## src/rtl/apc_cfg.svh

```systemverilog
`ifndef APC_CFG_SVH
`define APC_CFG_SVH
// ==============================================================
// register byte offsets
`define APC_OFF_SC1 8'h00
`define APC_OFF_SC2 8'h04
`define APC_OFF_RES_HI 8'h08
`define APC_OFF_RES_LO 8'h0c
`define APC_OFF_CV_HI 8'h10
`define APC_OFF_CV_LO 8'h14
`define APC_OFF_CFG 8'h18
`define APC_OFF_ISO_LO 8'h1c
`define APC_OFF_ISO_MID 8'h20
`define APC_OFF_ISO_HI 8'h24
// ==============================================================
// reset values
`define APC_RST_SC1 8'h1f
`define APC_RST_BYTE 8'h00
// ==============================================================
// field positions and codes
`define APC_SC1_CONVERSION_COMPLETE_FLAG 7
`define APC_SC2_ACTIVE 7
`define APC_CH_OFF 5'h1f
`define APC_MODE_8 2'h0
`define APC_MODE_10 2'h2
`define APC_CLK_BUS 2'h0
`define APC_CLK_HALF 2'h1
`define APC_CLK_ALT 2'h2
`define APC_CLK_ASYNC 2'h3
`define APC_MAX10 10'h3ff
`define APC_MAX8 8'hff
`define APC_RESP_OK 2'h0
`define APC_RESP_ERR 2'h2
`endif

```

## src/rtl/apc_pkg.sv

```systemverilog
`default_nettype none
// ==============================================================
// shared types
package apc_pkg;
   // command bundle to the analog converter core
   typedef struct packed {
      logic start;         // one-cycle start pulse
      logic abort;         // one-cycle abort pulse
      logic active;        // conversion under way
      logic [4:0] channel; // selected channel
      logic mode_10bit;    // 1: 10-bit, 0: 8-bit
      logic long_sample;   // long sample time
      logic low_power;     // low power configuration
   } apc_cmd_t;
   // sequencer states, gray along idle -> convert
   typedef enum logic [1:0] {
      APC_IDLE = 2'b00,
      APC_CONVERT = 2'b01
   } apc_state_t;
endpackage : apc_pkg
`default_nettype wire

```

## src/rtl/apc_adc_control.sv

```systemverilog
`include "apc_cfg.svh"
`default_nettype none
module apc_adc_control
   import apc_pkg::*;
(
   input wire logic aclk,                  // bus clock
   input wire logic aresetn,               // sync reset, low
   input wire logic [7:0] s_axi_awaddr,    // write address
   input wire logic s_axi_awvalid,         // write address valid
   output logic s_axi_awready,             // write address ready
   input wire logic [31:0] s_axi_wdata,    // write data
   input wire logic [3:0] s_axi_wstrb,     // byte enables
   input wire logic s_axi_wvalid,          // write data valid
   output logic s_axi_wready,              // write data ready
   output logic [1:0] s_axi_bresp,         // write response
   output logic s_axi_bvalid,              // write response valid
   input wire logic s_axi_bready,          // write response ready
   input wire logic [7:0] s_axi_araddr,    // read address
   input wire logic s_axi_arvalid,         // read address valid
   output logic s_axi_arready,             // read address ready
   output logic [31:0] s_axi_rdata,        // read data
   output logic [1:0] s_axi_rresp,         // read response
   output logic s_axi_rvalid,              // read data valid
   input wire logic s_axi_rready,          // read data ready
   input wire logic hw_trigger_input,      // async trigger pin
   input wire logic alternate_clock,       // alternate source
   input wire logic internal_async_clock,  // async source
   input wire logic low_power_wait,        // wait or light stop
   input wire logic conv_done,             // core result ready
   input wire logic [10:0] conv_raw,       // core raw result
   output apc_cmd_t conv_cmd,              // command to core
   output logic converter_clock,           // converter clock tick
   output logic async_clock_run,           // keep async osc on
   output logic conversion_irq,            // interrupt level
   input wire logic [23:0] port_out,       // port data out
   input wire logic [23:0] port_oe,        // port drive enable
   input wire logic [23:0] port_pullup,    // port pullup request
   input wire logic [23:0] pin_in,         // pad level
   output logic [23:0] pad_out,            // pad data out
   output logic [23:0] pad_oe,             // pad drive enable
   output logic [23:0] pad_pullup,         // pad pullup enable
   output logic [23:0] pad_in_enable,      // pad input buffer on
   output logic [23:0] port_read_data      // port read value
);
   // ===========================================================
   // register state
   logic conversion_complete_flag, conversion_irq_enable, adco;
   logic [4:0] chan;
   logic hw_en, cmp_en, cmp_gt;
   logic [1:0] res_hi, cv_hi;
   logic [7:0] res_lo, cv_lo, cfg;
   logic [23:0] iso;
   apc_state_t state;
   // ===========================================================
   // synchronisers: pins, trigger and foreign clocks
   logic [26:0] sync1, sync2;
   logic trig_q, alt_q, async_q, half_q;
   always_ff @(posedge aclk) begin
      if (!aresetn) begin
         sync1 <= '0;
         sync2 <= '0;
      end else begin
         sync1 <= {internal_async_clock, alternate_clock,
                   hw_trigger_input, pin_in};
         sync2 <= sync1;
      end
   end
   // edge history only reads the second stage
   always_ff @(posedge aclk) begin
      if (!aresetn) begin
         trig_q <= 1'b0;
         alt_q <= 1'b0;
         async_q <= 1'b0;
         half_q <= 1'b0;
      end else begin
         trig_q <= sync2[24];
         alt_q <= sync2[25];
         async_q <= sync2[26];
         half_q <= ~half_q;
      end
   end
   wire trig_rise = sync2[24] & ~trig_q;
   // ===========================================================
   // axi4-lite write channel: address and data in either order
   logic aw_held, w_held;
   logic [7:0] aw_addr;
   logic [31:0] w_data;
   logic w_lane0;
   wire wr_fire = aw_held & w_held & ~s_axi_bvalid;
   wire wr_en = wr_fire & w_lane0;
   wire [7:0] wr_byte = w_data[7:0];
   always_ff @(posedge aclk) begin
      if (!aresetn) begin
         aw_held <= 1'b0;
         w_held <= 1'b0;
         aw_addr <= '0;
         w_data <= '0;
         w_lane0 <= 1'b0;
         s_axi_awready <= 1'b0;
         s_axi_wready <= 1'b0;
      end else begin
         s_axi_awready <= ~aw_held & ~s_axi_awready;
         s_axi_wready <= ~w_held & ~s_axi_wready;
         if (s_axi_awvalid & s_axi_awready) begin
            aw_held <= 1'b1;
            aw_addr <= s_axi_awaddr;
         end else if (wr_fire) begin
            aw_held <= 1'b0;
         end
         if (s_axi_wvalid & s_axi_wready) begin
            w_held <= 1'b1;
            w_data <= s_axi_wdata;
            w_lane0 <= s_axi_wstrb[0];
         end else if (wr_fire) begin
            w_held <= 1'b0;
         end
      end
   end
   // address check shared by both directions
   function automatic logic mapped(input logic [7:0] a);
      mapped = (a[1:0] == 2'h0) && (a <= `APC_OFF_ISO_HI);
   endfunction
   // write response; unmapped offsets answer slverr
   always_ff @(posedge aclk) begin
      if (!aresetn) begin
         s_axi_bvalid <= 1'b0;
         s_axi_bresp <= `APC_RESP_OK;
      end else if (wr_fire) begin
         s_axi_bvalid <= 1'b1;
         s_axi_bresp <= mapped(aw_addr) ? `APC_RESP_OK : `APC_RESP_ERR;
      end else if (s_axi_bready) begin
         s_axi_bvalid <= 1'b0;
      end
   end
   wire wr_sc1 = wr_en && aw_addr == `APC_OFF_SC1;
   wire wr_sc2 = wr_en && aw_addr == `APC_OFF_SC2;
   wire wr_cfg = wr_en && aw_addr == `APC_OFF_CFG;
   wire wr_cvh = wr_en && aw_addr == `APC_OFF_CV_HI;
   wire wr_cvl = wr_en && aw_addr == `APC_OFF_CV_LO;
   // ===========================================================
   // conversion start, abort and result path
   wire disabled = (chan == `APC_CH_OFF);
   wire mode10 = (cfg[3:2] == `APC_MODE_10);
   // any mode-changing write invalidates the running conversion
   wire abort_req = wr_sc1 | wr_sc2 | wr_cfg | wr_cvh | wr_cvl;
   wire sw_start = wr_sc1 && wr_byte[4:0] != `APC_CH_OFF
                   && !hw_en;
   // edges count only while idle, so a running or continuous
   // sequence never sees them
   wire hw_start = hw_en & trig_rise & ~disabled
                   & (state == APC_IDLE);
   logic [10:0] sum10;
   logic [8:0] sum8;
   logic [9:0] rounded, cmp_val, diff;
   logic cmp_ok;
   // round half up, saturating at full scale
   always_comb begin
      sum10 = {1'b0, conv_raw[10:1]} + {10'h000, conv_raw[0]};
      sum8 = {1'b0, conv_raw[8:1]} + {8'h00, conv_raw[0]};
      if (mode10) begin
         rounded = sum10[10] ? `APC_MAX10 : sum10[9:0];
         cmp_val = {cv_hi, cv_lo};
      end else begin
         rounded = {2'h0, sum8[8] ? `APC_MAX8 : sum8[7:0]};
         cmp_val = {2'h0, cv_lo};
      end
      diff = rounded - cmp_val;
      if (!mode10) diff[9:8] = 2'h0;
      cmp_ok = cmp_gt ? (rounded >= cmp_val) : (rounded < cmp_val);
   end
   wire done_ok = (state == APC_CONVERT) & conv_done & ~abort_req;
   wire transfer = done_ok & (~cmp_en | cmp_ok);
   // ===========================================================
   // sequencer: idle until started, lowest power while idle
   always_ff @(posedge aclk) begin
      if (!aresetn) begin
         state <= APC_IDLE;
      end else if (sw_start | hw_start) begin
         state <= APC_CONVERT; // start already checks the new channel
      end else if (disabled) begin
         state <= APC_IDLE;
      end else if (abort_req) begin
         state <= APC_IDLE;
      end else if (done_ok) begin
         state <= adco ? APC_CONVERT : APC_IDLE;
      end
   end
   // core command, restarted in the same edge when continuous
   always_ff @(posedge aclk) begin
      if (!aresetn) begin
         conv_cmd <= '0;
      end else begin
         conv_cmd.start <= sw_start | hw_start
                           | (done_ok & adco & ~disabled);
         conv_cmd.abort <= abort_req & (state == APC_CONVERT);
         conv_cmd.active <= (state == APC_CONVERT);
         conv_cmd.channel <= wr_sc1 ? wr_byte[4:0] : chan;
         conv_cmd.mode_10bit <= mode10;
         conv_cmd.long_sample <= cfg[4];
         conv_cmd.low_power <= cfg[7];
      end
   end
   // ===========================================================
   // clock select and divide, running only while converting
   logic src_tick;
   logic [2:0] div_cnt;
   wire [2:0] div_last = 3'((4'h1 << cfg[6:5]) - 4'h1);
   always_comb begin
      case (cfg[1:0])
         `APC_CLK_BUS: src_tick = 1'b1;
         `APC_CLK_HALF: src_tick = half_q;
         `APC_CLK_ALT: src_tick = sync2[25] & ~alt_q;
         `APC_CLK_ASYNC: src_tick = sync2[26] & ~async_q;
         default: src_tick = 1'b0;
      endcase
   end
   always_ff @(posedge aclk) begin
      if (!aresetn || state == APC_IDLE) begin
         div_cnt <= '0;
         converter_clock <= 1'b0;
      end else begin
         converter_clock <= src_tick && div_cnt == div_last;
         if (src_tick) begin
            div_cnt <= (div_cnt == div_last) ? 3'h0 : div_cnt + 3'h1;
         end
      end
   end
   // async oscillator kept alive through wait and light stop
   always_ff @(posedge aclk) begin
      if (!aresetn) begin
         async_clock_run <= 1'b0;
      end else begin
         async_clock_run <= cfg[1:0] == `APC_CLK_ASYNC
                            && (state == APC_CONVERT
                                || (low_power_wait && !disabled));
      end
   end
   // ===========================================================
   // software registers
   always_ff @(posedge aclk) begin
      if (!aresetn) begin
         {conversion_irq_enable, adco, chan} <= 7'(`APC_RST_SC1);
         {hw_en, cmp_en, cmp_gt} <= 3'h0;
         cfg <= `APC_RST_BYTE;
         cv_hi <= 2'h0;
         cv_lo <= `APC_RST_BYTE;
         iso <= '0;
      end else begin
         if (wr_sc1) {conversion_irq_enable, adco, chan} <= wr_byte[6:0];
         if (wr_sc2) {hw_en, cmp_en, cmp_gt} <= wr_byte[6:4];
         if (wr_cfg) cfg <= wr_byte;
         if (wr_cvh) cv_hi <= wr_byte[1:0];
         if (wr_cvl) cv_lo <= wr_byte;
         if (wr_en && aw_addr == `APC_OFF_ISO_LO)
            iso[7:0] <= wr_byte;
         if (wr_en && aw_addr == `APC_OFF_ISO_MID)
            iso[15:8] <= wr_byte;
         if (wr_en && aw_addr == `APC_OFF_ISO_HI)
            iso[23:16] <= wr_byte;
      end
   end
   // result and complete flag; an SC1 write aborts a same-cycle completion, so the clear wins
   always_ff @(posedge aclk) begin
      if (!aresetn) begin
         res_hi <= 2'h0;
         res_lo <= `APC_RST_BYTE;
         conversion_complete_flag <= 1'b0;
      end else begin
         if (transfer) begin
            res_hi <= cmp_en ? diff[9:8] : rounded[9:8];
            res_lo <= cmp_en ? diff[7:0] : rounded[7:0];
            conversion_complete_flag <= 1'b1;
         end else if (wr_sc1) begin
            conversion_complete_flag <= 1'b0;
         end
      end
   end
   always_ff @(posedge aclk) begin
      if (!aresetn) begin
         conversion_irq <= 1'b0;
      end else begin
         conversion_irq <= (conversion_complete_flag | transfer) & conversion_irq_enable;
      end
   end
   // ===========================================================
   // axi4-lite read channel, answer one cycle after address
   logic [7:0] rd_byte;
   always_comb begin
      case (s_axi_araddr)
         `APC_OFF_SC1: rd_byte = {conversion_complete_flag, conversion_irq_enable, adco, chan};
         `APC_OFF_SC2: rd_byte = {state == APC_CONVERT, hw_en,
                                  cmp_en, cmp_gt, 4'h0};
         `APC_OFF_RES_HI: rd_byte = {6'h00, res_hi};
         `APC_OFF_RES_LO: rd_byte = res_lo;
         `APC_OFF_CV_HI: rd_byte = {6'h00, cv_hi};
         `APC_OFF_CV_LO: rd_byte = cv_lo;
         `APC_OFF_CFG: rd_byte = cfg;
         `APC_OFF_ISO_LO: rd_byte = iso[7:0];
         `APC_OFF_ISO_MID: rd_byte = iso[15:8];
         `APC_OFF_ISO_HI: rd_byte = iso[23:16];
         default: rd_byte = 8'h00;
      endcase
   end
   always_ff @(posedge aclk) begin
      if (!aresetn) begin
         s_axi_arready <= 1'b0;
         s_axi_rvalid <= 1'b0;
         s_axi_rdata <= '0;
         s_axi_rresp <= `APC_RESP_OK;
      end else begin
         s_axi_arready <= ~s_axi_rvalid & ~s_axi_arready;
         if (s_axi_arvalid & s_axi_arready) begin
            s_axi_rvalid <= 1'b1;
            s_axi_rdata <= {24'h000000, rd_byte};
            s_axi_rresp <= mapped(s_axi_araddr) ? `APC_RESP_OK
                                                : `APC_RESP_ERR;
         end else if (s_axi_rready) begin
            s_axi_rvalid <= 1'b0;
         end
      end
   end
   // ===========================================================
   // per-pin isolation gating
   genvar gi;
   generate
      for (gi = 0; gi < 24; gi++) begin : g_pin
         always_ff @(posedge aclk) begin
            if (!aresetn) begin
               pad_out[gi] <= 1'b0;
               pad_oe[gi] <= 1'b0;
               pad_pullup[gi] <= 1'b0;
               pad_in_enable[gi] <= 1'b1;
               port_read_data[gi] <= 1'b0;
            end else begin
               pad_out[gi] <= port_out[gi];
               pad_oe[gi] <= port_oe[gi] & ~iso[gi];
               pad_pullup[gi] <= port_pullup[gi] & ~iso[gi];
               pad_in_enable[gi] <= ~iso[gi];
               port_read_data[gi] <= sync2[gi] & ~iso[gi];
            end
         end
      end
   endgenerate
endmodule // apc_adc_control
`default_nettype wire

```

## config.mk

```make
export PLATFORM = sky130hd
export DESIGN_NAME = apc_adc_control
export DESIGN_NICKNAME = d
export VERILOG_FILES = /design/src/rtl/apc_pkg.sv /design/src/rtl/apc_adc_control.sv
export VERILOG_INCLUDE_DIRS = /design/src /design/src/rtl
export SDC_FILE = /design/constraint.sdc
export NUM_CORES = 1
export LEC_CHECK = 0
export BUFFER_PORTS_ARGS = -buffer_cell sky130_fd_sc_hd__clkbuf_2
export CORE_ASPECT_RATIO = 0.9
export CORE_MARGIN = 4
export CORE_UTILIZATION = 50
export CTS_CLUSTER_DIAMETER = 50
export DETAILED_ROUTE_END_ITERATION = 8
export GPL_TIMING_DRIVEN = 0
export MAX_ROUTING_LAYER = met4
export PLACE_DENSITY = 0.78
export SLEW_MARGIN = 5
export SYNTH_ARGS = -nofsm -noshare
export SYNTH_HDL_FRONTEND = slang
export SYNTH_SLANG_ARGS = --single-unit
```

## constraint.sdc

```tcl
create_clock -name aclk -period 5.08 [get_ports aclk]
set_input_delay 0.508 -clock aclk [delete_from_list [all_inputs] [get_ports aclk]]
set_output_delay 0.508 -clock aclk [all_outputs]
set_load 0.01 [all_outputs]
```

[Word level (Yosys, flattened, before mapping)]
Cells that the tools add are included.
Cells by class
  $add $sub $neg: 5
  $lt $le $gt $ge: 4
  equal/unequal tests: 24
  shifts and indexed selects: 1
  multiplexer cells: 28
  bitwise logic cells: 140
  reductions and logical operators: 32
Operators with widths (count)
  $and 1x1->1: 94
  $pmux 8 s10: 1
  $eq 8x5->1 const B: 8
  $not 1->1: 38
  $eq 8x6->1 const B: 4
  $mux 10: 3
  $eq 8x3->1 const B: 2
  $eq 8x4->1 const B: 2
  $le 8x6->1 const B: 2
  $logic_not 8->1: 2
  $mux 8: 2
  $logic_and 1x1->1: 15
  $mux 1: 15
  $add 10x1->11: 1
  $ge 10x10->1: 1
  $lt 10x10->1: 1
  $reduce_bool 2->1: 5
  $sub 10x10->10: 1
  $add 8x1->9: 1
  $logic_not 2->1: 4
  $mux 2: 4
  $or 1x1->1: 8
  $eq 2x2->1 const B: 3
  $eq 5x5->1 const B: 1
  other kinds (13): 16
Word-level totals
  register bits: 295
  input port bits: 171
  output and inout bits: 175
  logic and storage cells: 400

[Logic depth before layout (Yosys ltp)]
  depth in word-level cells: 14
  gate-level depth with buffers: 15
  mapped depth without buffers: 14

[Worst setup path after synthesis]
Ideal clock, no wire load.
  path kind: input -> register
  start: input conv_raw[0]
  end: register conversion_irq
  setup time: 116 ps
  arrival: 3167 ps
  required time: 4964 ps
  path slack: 1797 ps
  stages: 13
  buffers on the path: 2
  path through: ha_1 > ha_1 > nand4_1 > a211o_1 > o21ai_0 > ha_1 > buf_2 > a21o_1 > a221oi_2 > o211ai_1 > and3_4 > buf_6 > o211a_1
Between the ends
  word-level cells in the longest chain between the ends: 9
  elaborated cells between the ends (all ways): 12
  those cells by class: 2 x add/sub; 2 x order compare; 4 x mux; 4 x bitwise
RTL lines
  start, declared: RTL line apc_adc_control.sv:30  | input wire logic [10:0] conv_raw,
  $add 10x1->11 / $add 8x1->9 (equally long branches): RTL line apc_adc_control.sv:158, apc_adc_control.sv:159
  $mux 10 / $mux 8 (equally long branches): RTL line apc_adc_control.sv:161, apc_adc_control.sv:164
  $mux 10 *: RTL line apc_adc_control.sv:160  | if (mode10) begin
  $lt 10x10->1 / $ge 10x10->1 (equally long branches): RTL line apc_adc_control.sv:169  | cmp_ok = cmp_gt ? (rounded >= cmp_val) : (rounded < cmp_val);
  $mux 1 *: RTL line apc_adc_control.sv:169
  $or 1x1->1 *: RTL line apc_adc_control.sv:172  | wire transfer = done_ok & (~cmp_en | cmp_ok);
  $and 1x1->1 *: RTL line apc_adc_control.sv:172
  $or 1x1->1 *: RTL line apc_adc_control.sv:282  | conversion_irq <= (conversion_complete_flag | transfer) & conversion_irq_enable;
  $and 1x1->1 *: RTL line apc_adc_control.sv:282
  end signal, assigned: RTL line apc_adc_control.sv:282
  end, declared: RTL line apc_adc_control.sv:34  | output logic conversion_irq,
Every way passes the cells marked *; elsewhere a longest branch is shown, timed or not.
A chain may end at the register's enable or synchronous reset.

[Worst setup path after layout]
  start: register cfg[3]
  end: register conversion_irq
Between the ends
  word-level cells in the longest chain between the ends: 8
  elaborated cells between the ends (all ways): 10
  those cells by class: 2 x order compare; 1 x eq/ne; 3 x mux; 4 x bitwise
RTL lines
  start, declared: RTL line apc_adc_control.sv:51  | logic [7:0] res_lo, cv_lo, cfg;
  start signal, assigned: RTL line apc_adc_control.sv:244  | cfg <= `APC_RST_BYTE;
  start signal, assigned: RTL line apc_adc_control.sv:251  | if (wr_cfg) cfg <= wr_byte;
  $eq 2x2->1 (no source line) *
  $mux 10: RTL line apc_adc_control.sv:160
  $lt 10x10->1 / $ge 10x10->1 (equally long branches): RTL line apc_adc_control.sv:169
  $mux 1 *: RTL line apc_adc_control.sv:169
  $or 1x1->1 *: RTL line apc_adc_control.sv:172
  $and 1x1->1 *: RTL line apc_adc_control.sv:172
  $or 1x1->1 *: RTL line apc_adc_control.sv:282
  $and 1x1->1 *: RTL line apc_adc_control.sv:282
Marked as above.

==> results_dict.tcl <==
set metrics [dict create \
    min_delay_path_depth 2 \
    clock_power_share_pct 45.1 \
    clk_pin_slew_worst_paths_ns 0.06 \
    grtUsageTotal_pct 25.1 \
    viasPerCell 5.10 \
    cts_tree "done" \
    dp_hpwl_um 23700 \
    crit_start "cfg[3]" \
    async_flop_share_pct 0 \
    syn_area_per_cell_um2 9.74 \
    rows 51 \
    first_pass_iters 7 \
    reg2reg_from "cfg[3]" \
    hold_violations 0 \
    cp_max_fo 10 \
    synth_cell_types 74 \
    synthesis.area_um2 11000 \
    p_per_area_nw_per_um2 361 \
    cts_hold_buf 0 \
    die_h_um 149 \
    startpoint_type "flop" \
    whs_ns 0.138 \
    crit_arrival_ns 3.92 \
    nFillCells 1827 \
    fmax_mhz 289 \
    min_path_type "in2reg" \
    critical_path_class "reg2reg" \
    status "finished, final reports clean" \
    ir_drop_v 0.000274 \
    post_cts_resized 0 \
    slew_violations 0 \
    grt_max_degree 17 \
    wl_per_cell_um 17.2 \
    comb_power_share_pct 7.3 \
    wl_um 30700 \
    core-area_um2 21600 \
    period_share_pct 68.2 \
    ant_nets 0 \
    drc 0 \
    grt_pass1_wl_um 47200 \
    area_growth_pct 26.9 \
    worst_pin_slew_ns 0.907 \
    start_util_pct 50.7 \
    layout-drive-gt1-share_pct 26.5 \
    yosys-top-cells-area "dfxtp_1, and2_1, nand2_1" \
    vias 9110 \
    synth.largest_area_cell "dfxtp_1" \
    cts.htree.levels 1 \
    intPower_uw 3890 \
    antenna_found_initial 1 \
    tns_ns 0 \
    gp_congestion 0.997 \
    clock_latency_ns 0.57 \
    slew_headroom_pct 39.0 \
    most-common-layout-cells "dfxtp_1, clkbuf_2, and2_1" \
    finalClockSkew_ns 0.0256 \
    layout_min_cycle_time_ns 3.46 \
    r2r.worst_path.cells 11 \
    ys_seq_area_share_pct 53.4 \
    die_w_um 164 \
    synth_top_cell_area_share_pct 53.4 \
    io_buffers 288 \
    final_common_cell "dfxtp_1" \
    required_ns 5.53 \
    rsz0062_at_grt "no" \
    cts-buffers-inserted 31 \
    switching_share_pct 22.6 \
    ff2ff_setup_slack_ns 1.62 \
    ios 346 \
    end_kind "flop" \
    p_seq_share_pct 47.6 \
    die_area_um2 24400 \
    crit_end "conversion_irq" \
    ys_seq_elements 293 \
    cts.sinks 293 \
    cellLeakagePower_uw 0.00622 \
    cts_setup_buffers 0 \
    cts_root_buffer "clkbuf_16" \
    reg2reg_to "conversion_irq" \
    netlist_instances 1127 \
    switchingPower_uw 1140 \
    synth_flop_cell "dfxtp_1" \
    cts_buffer_depth 3 \
    gr-total-overflow 0 \
    grt_pass1_vias 9020 \
    yosysWarnings 0 \
    drt_iter0_drc 663 \
    fin_util_pct 64.4 \
    synth_edf_count 0 \
    fin_nets 1658 \
    maxCapViolations 0 \
    setup_violations 0 \
]
[worst max-delay path, stage by stage, from the launching register on]
cell and delay (ns):
dfxtp_1 0.38, nor2b_1 0.51, a211o_1 0.30, o21ai_0 0.18, ha_1 0.30, buf_2 0.17
a21o_1 0.25, a221oi_2 0.43, o211ai_1 0.22, and3_4 0.23, buf_6 0.15, o211a_1 0.22
[flip-flops by register name (all words and copies together), names as in the netlist, 2 cells and up]
register	count
pad_pullup	24
w_data	8
cfg	8
port_read_data	24
pad_oe	24
cv_hi	2
res_hi	2
pad_in_enable	24
sync2	27
conv_cmd	11
aw_addr	8
cv_lo	8
pad_out	24
sync1	27
iso	24
chan	5
s_axi_rdata	8
res_lo	8
div_cnt	3
[final cells by class]
class | count | area, um^2 | area share, %
Tap cell | 291 | 364 | 2.61
Clock buffer | 42 | 867 | 6.23
Sequential cell | 293 | 5870 | 42.1
Clock inverter | 14 | 176 | 1.27
Antenna cell | 1 | 2.50 | 0.0180
Multi-Input combinational cell | 759 | 4720 | 33.9
Inverter | 20 | 75.1 | 0.539
Buffer | 80 | 418 | 3.00
Timing Repair Buffer | 288 | 1440 | 10.3
[Yosys cell counts, types with 21 or more instances]
master	count
a21boi_0	29
a21boi_1	21
a21oi_1	23
and2_1	164
buf_4	26
clkbuf_1	39
dfxtp_1	293
mux2i_1	35
nand2_1	143
nand3_1	31
nor2_1	31
nor2b_1	60
o21ai_0	29
[per-layer routing]
layer  vias to the layer above  routed length, um  global-route usage [%]  part of all wire, %
met5                         -                  0                       -                    0
met4                         0                871                    7.55                  2.8
met3                        72               3060                    5.87                   10
met2                       459              14300                    40.7                   46
met1                      4145              12500                    31.2                   41
li1                       4434                  -                       -                    -
[worst min-delay path by stage]
stage	to	slack, ns	from
global placement	half_q	0.40	half_q
global route	pad_oe[9]	0.12	port_oe[9]
detailed placement	half_q	0.41	half_q
finish	pad_oe[9]	0.14	port_oe[9]
CTS	pad_oe[9]	0.12	port_oe[9]
floorplan	pad_in_enable[0]	0.38	iso[0]
[stage by stage]
stage	setup slack, ns	power [uW]	instances	instance area (um^2)
after global placement	1.25	2800	1731	12900
after floorplan	1.80	2640	1152	11100
after global routing	1.33	5200	1788	13900
after CTS	1.67	5060	1787	13900
after detailed placement	1.23	2810	1731	12900
final	1.62	5020	1788	13900
[power by group through the flow]
stage | registers, uW | logic, uW | clock network [uW]
2_1_floorplan | 2460 | 185 | 0
3_5_place_dp | 2440 | 364 | 0
4_1_cts | 2390 | 366 | 2300
5_1_grt | 2400 | 404 | 2400
6_report | 2390 | 366 | 2270
3_3_place_gp | 2440 | 358 | 0
[logic make-up after synthesis]
logic type,after synthesis,synth area share (%)
simple gates,489,24.3
flops,293,53.4
compound gates,182,11.7
buf+inv,100,4.49
mux,42,3.91
fa+ha+maj,14,1.66
xor+xnor,6,0.479
other cells,1,0.0342
No activity file was read; power rests on OpenSTA's default activity.
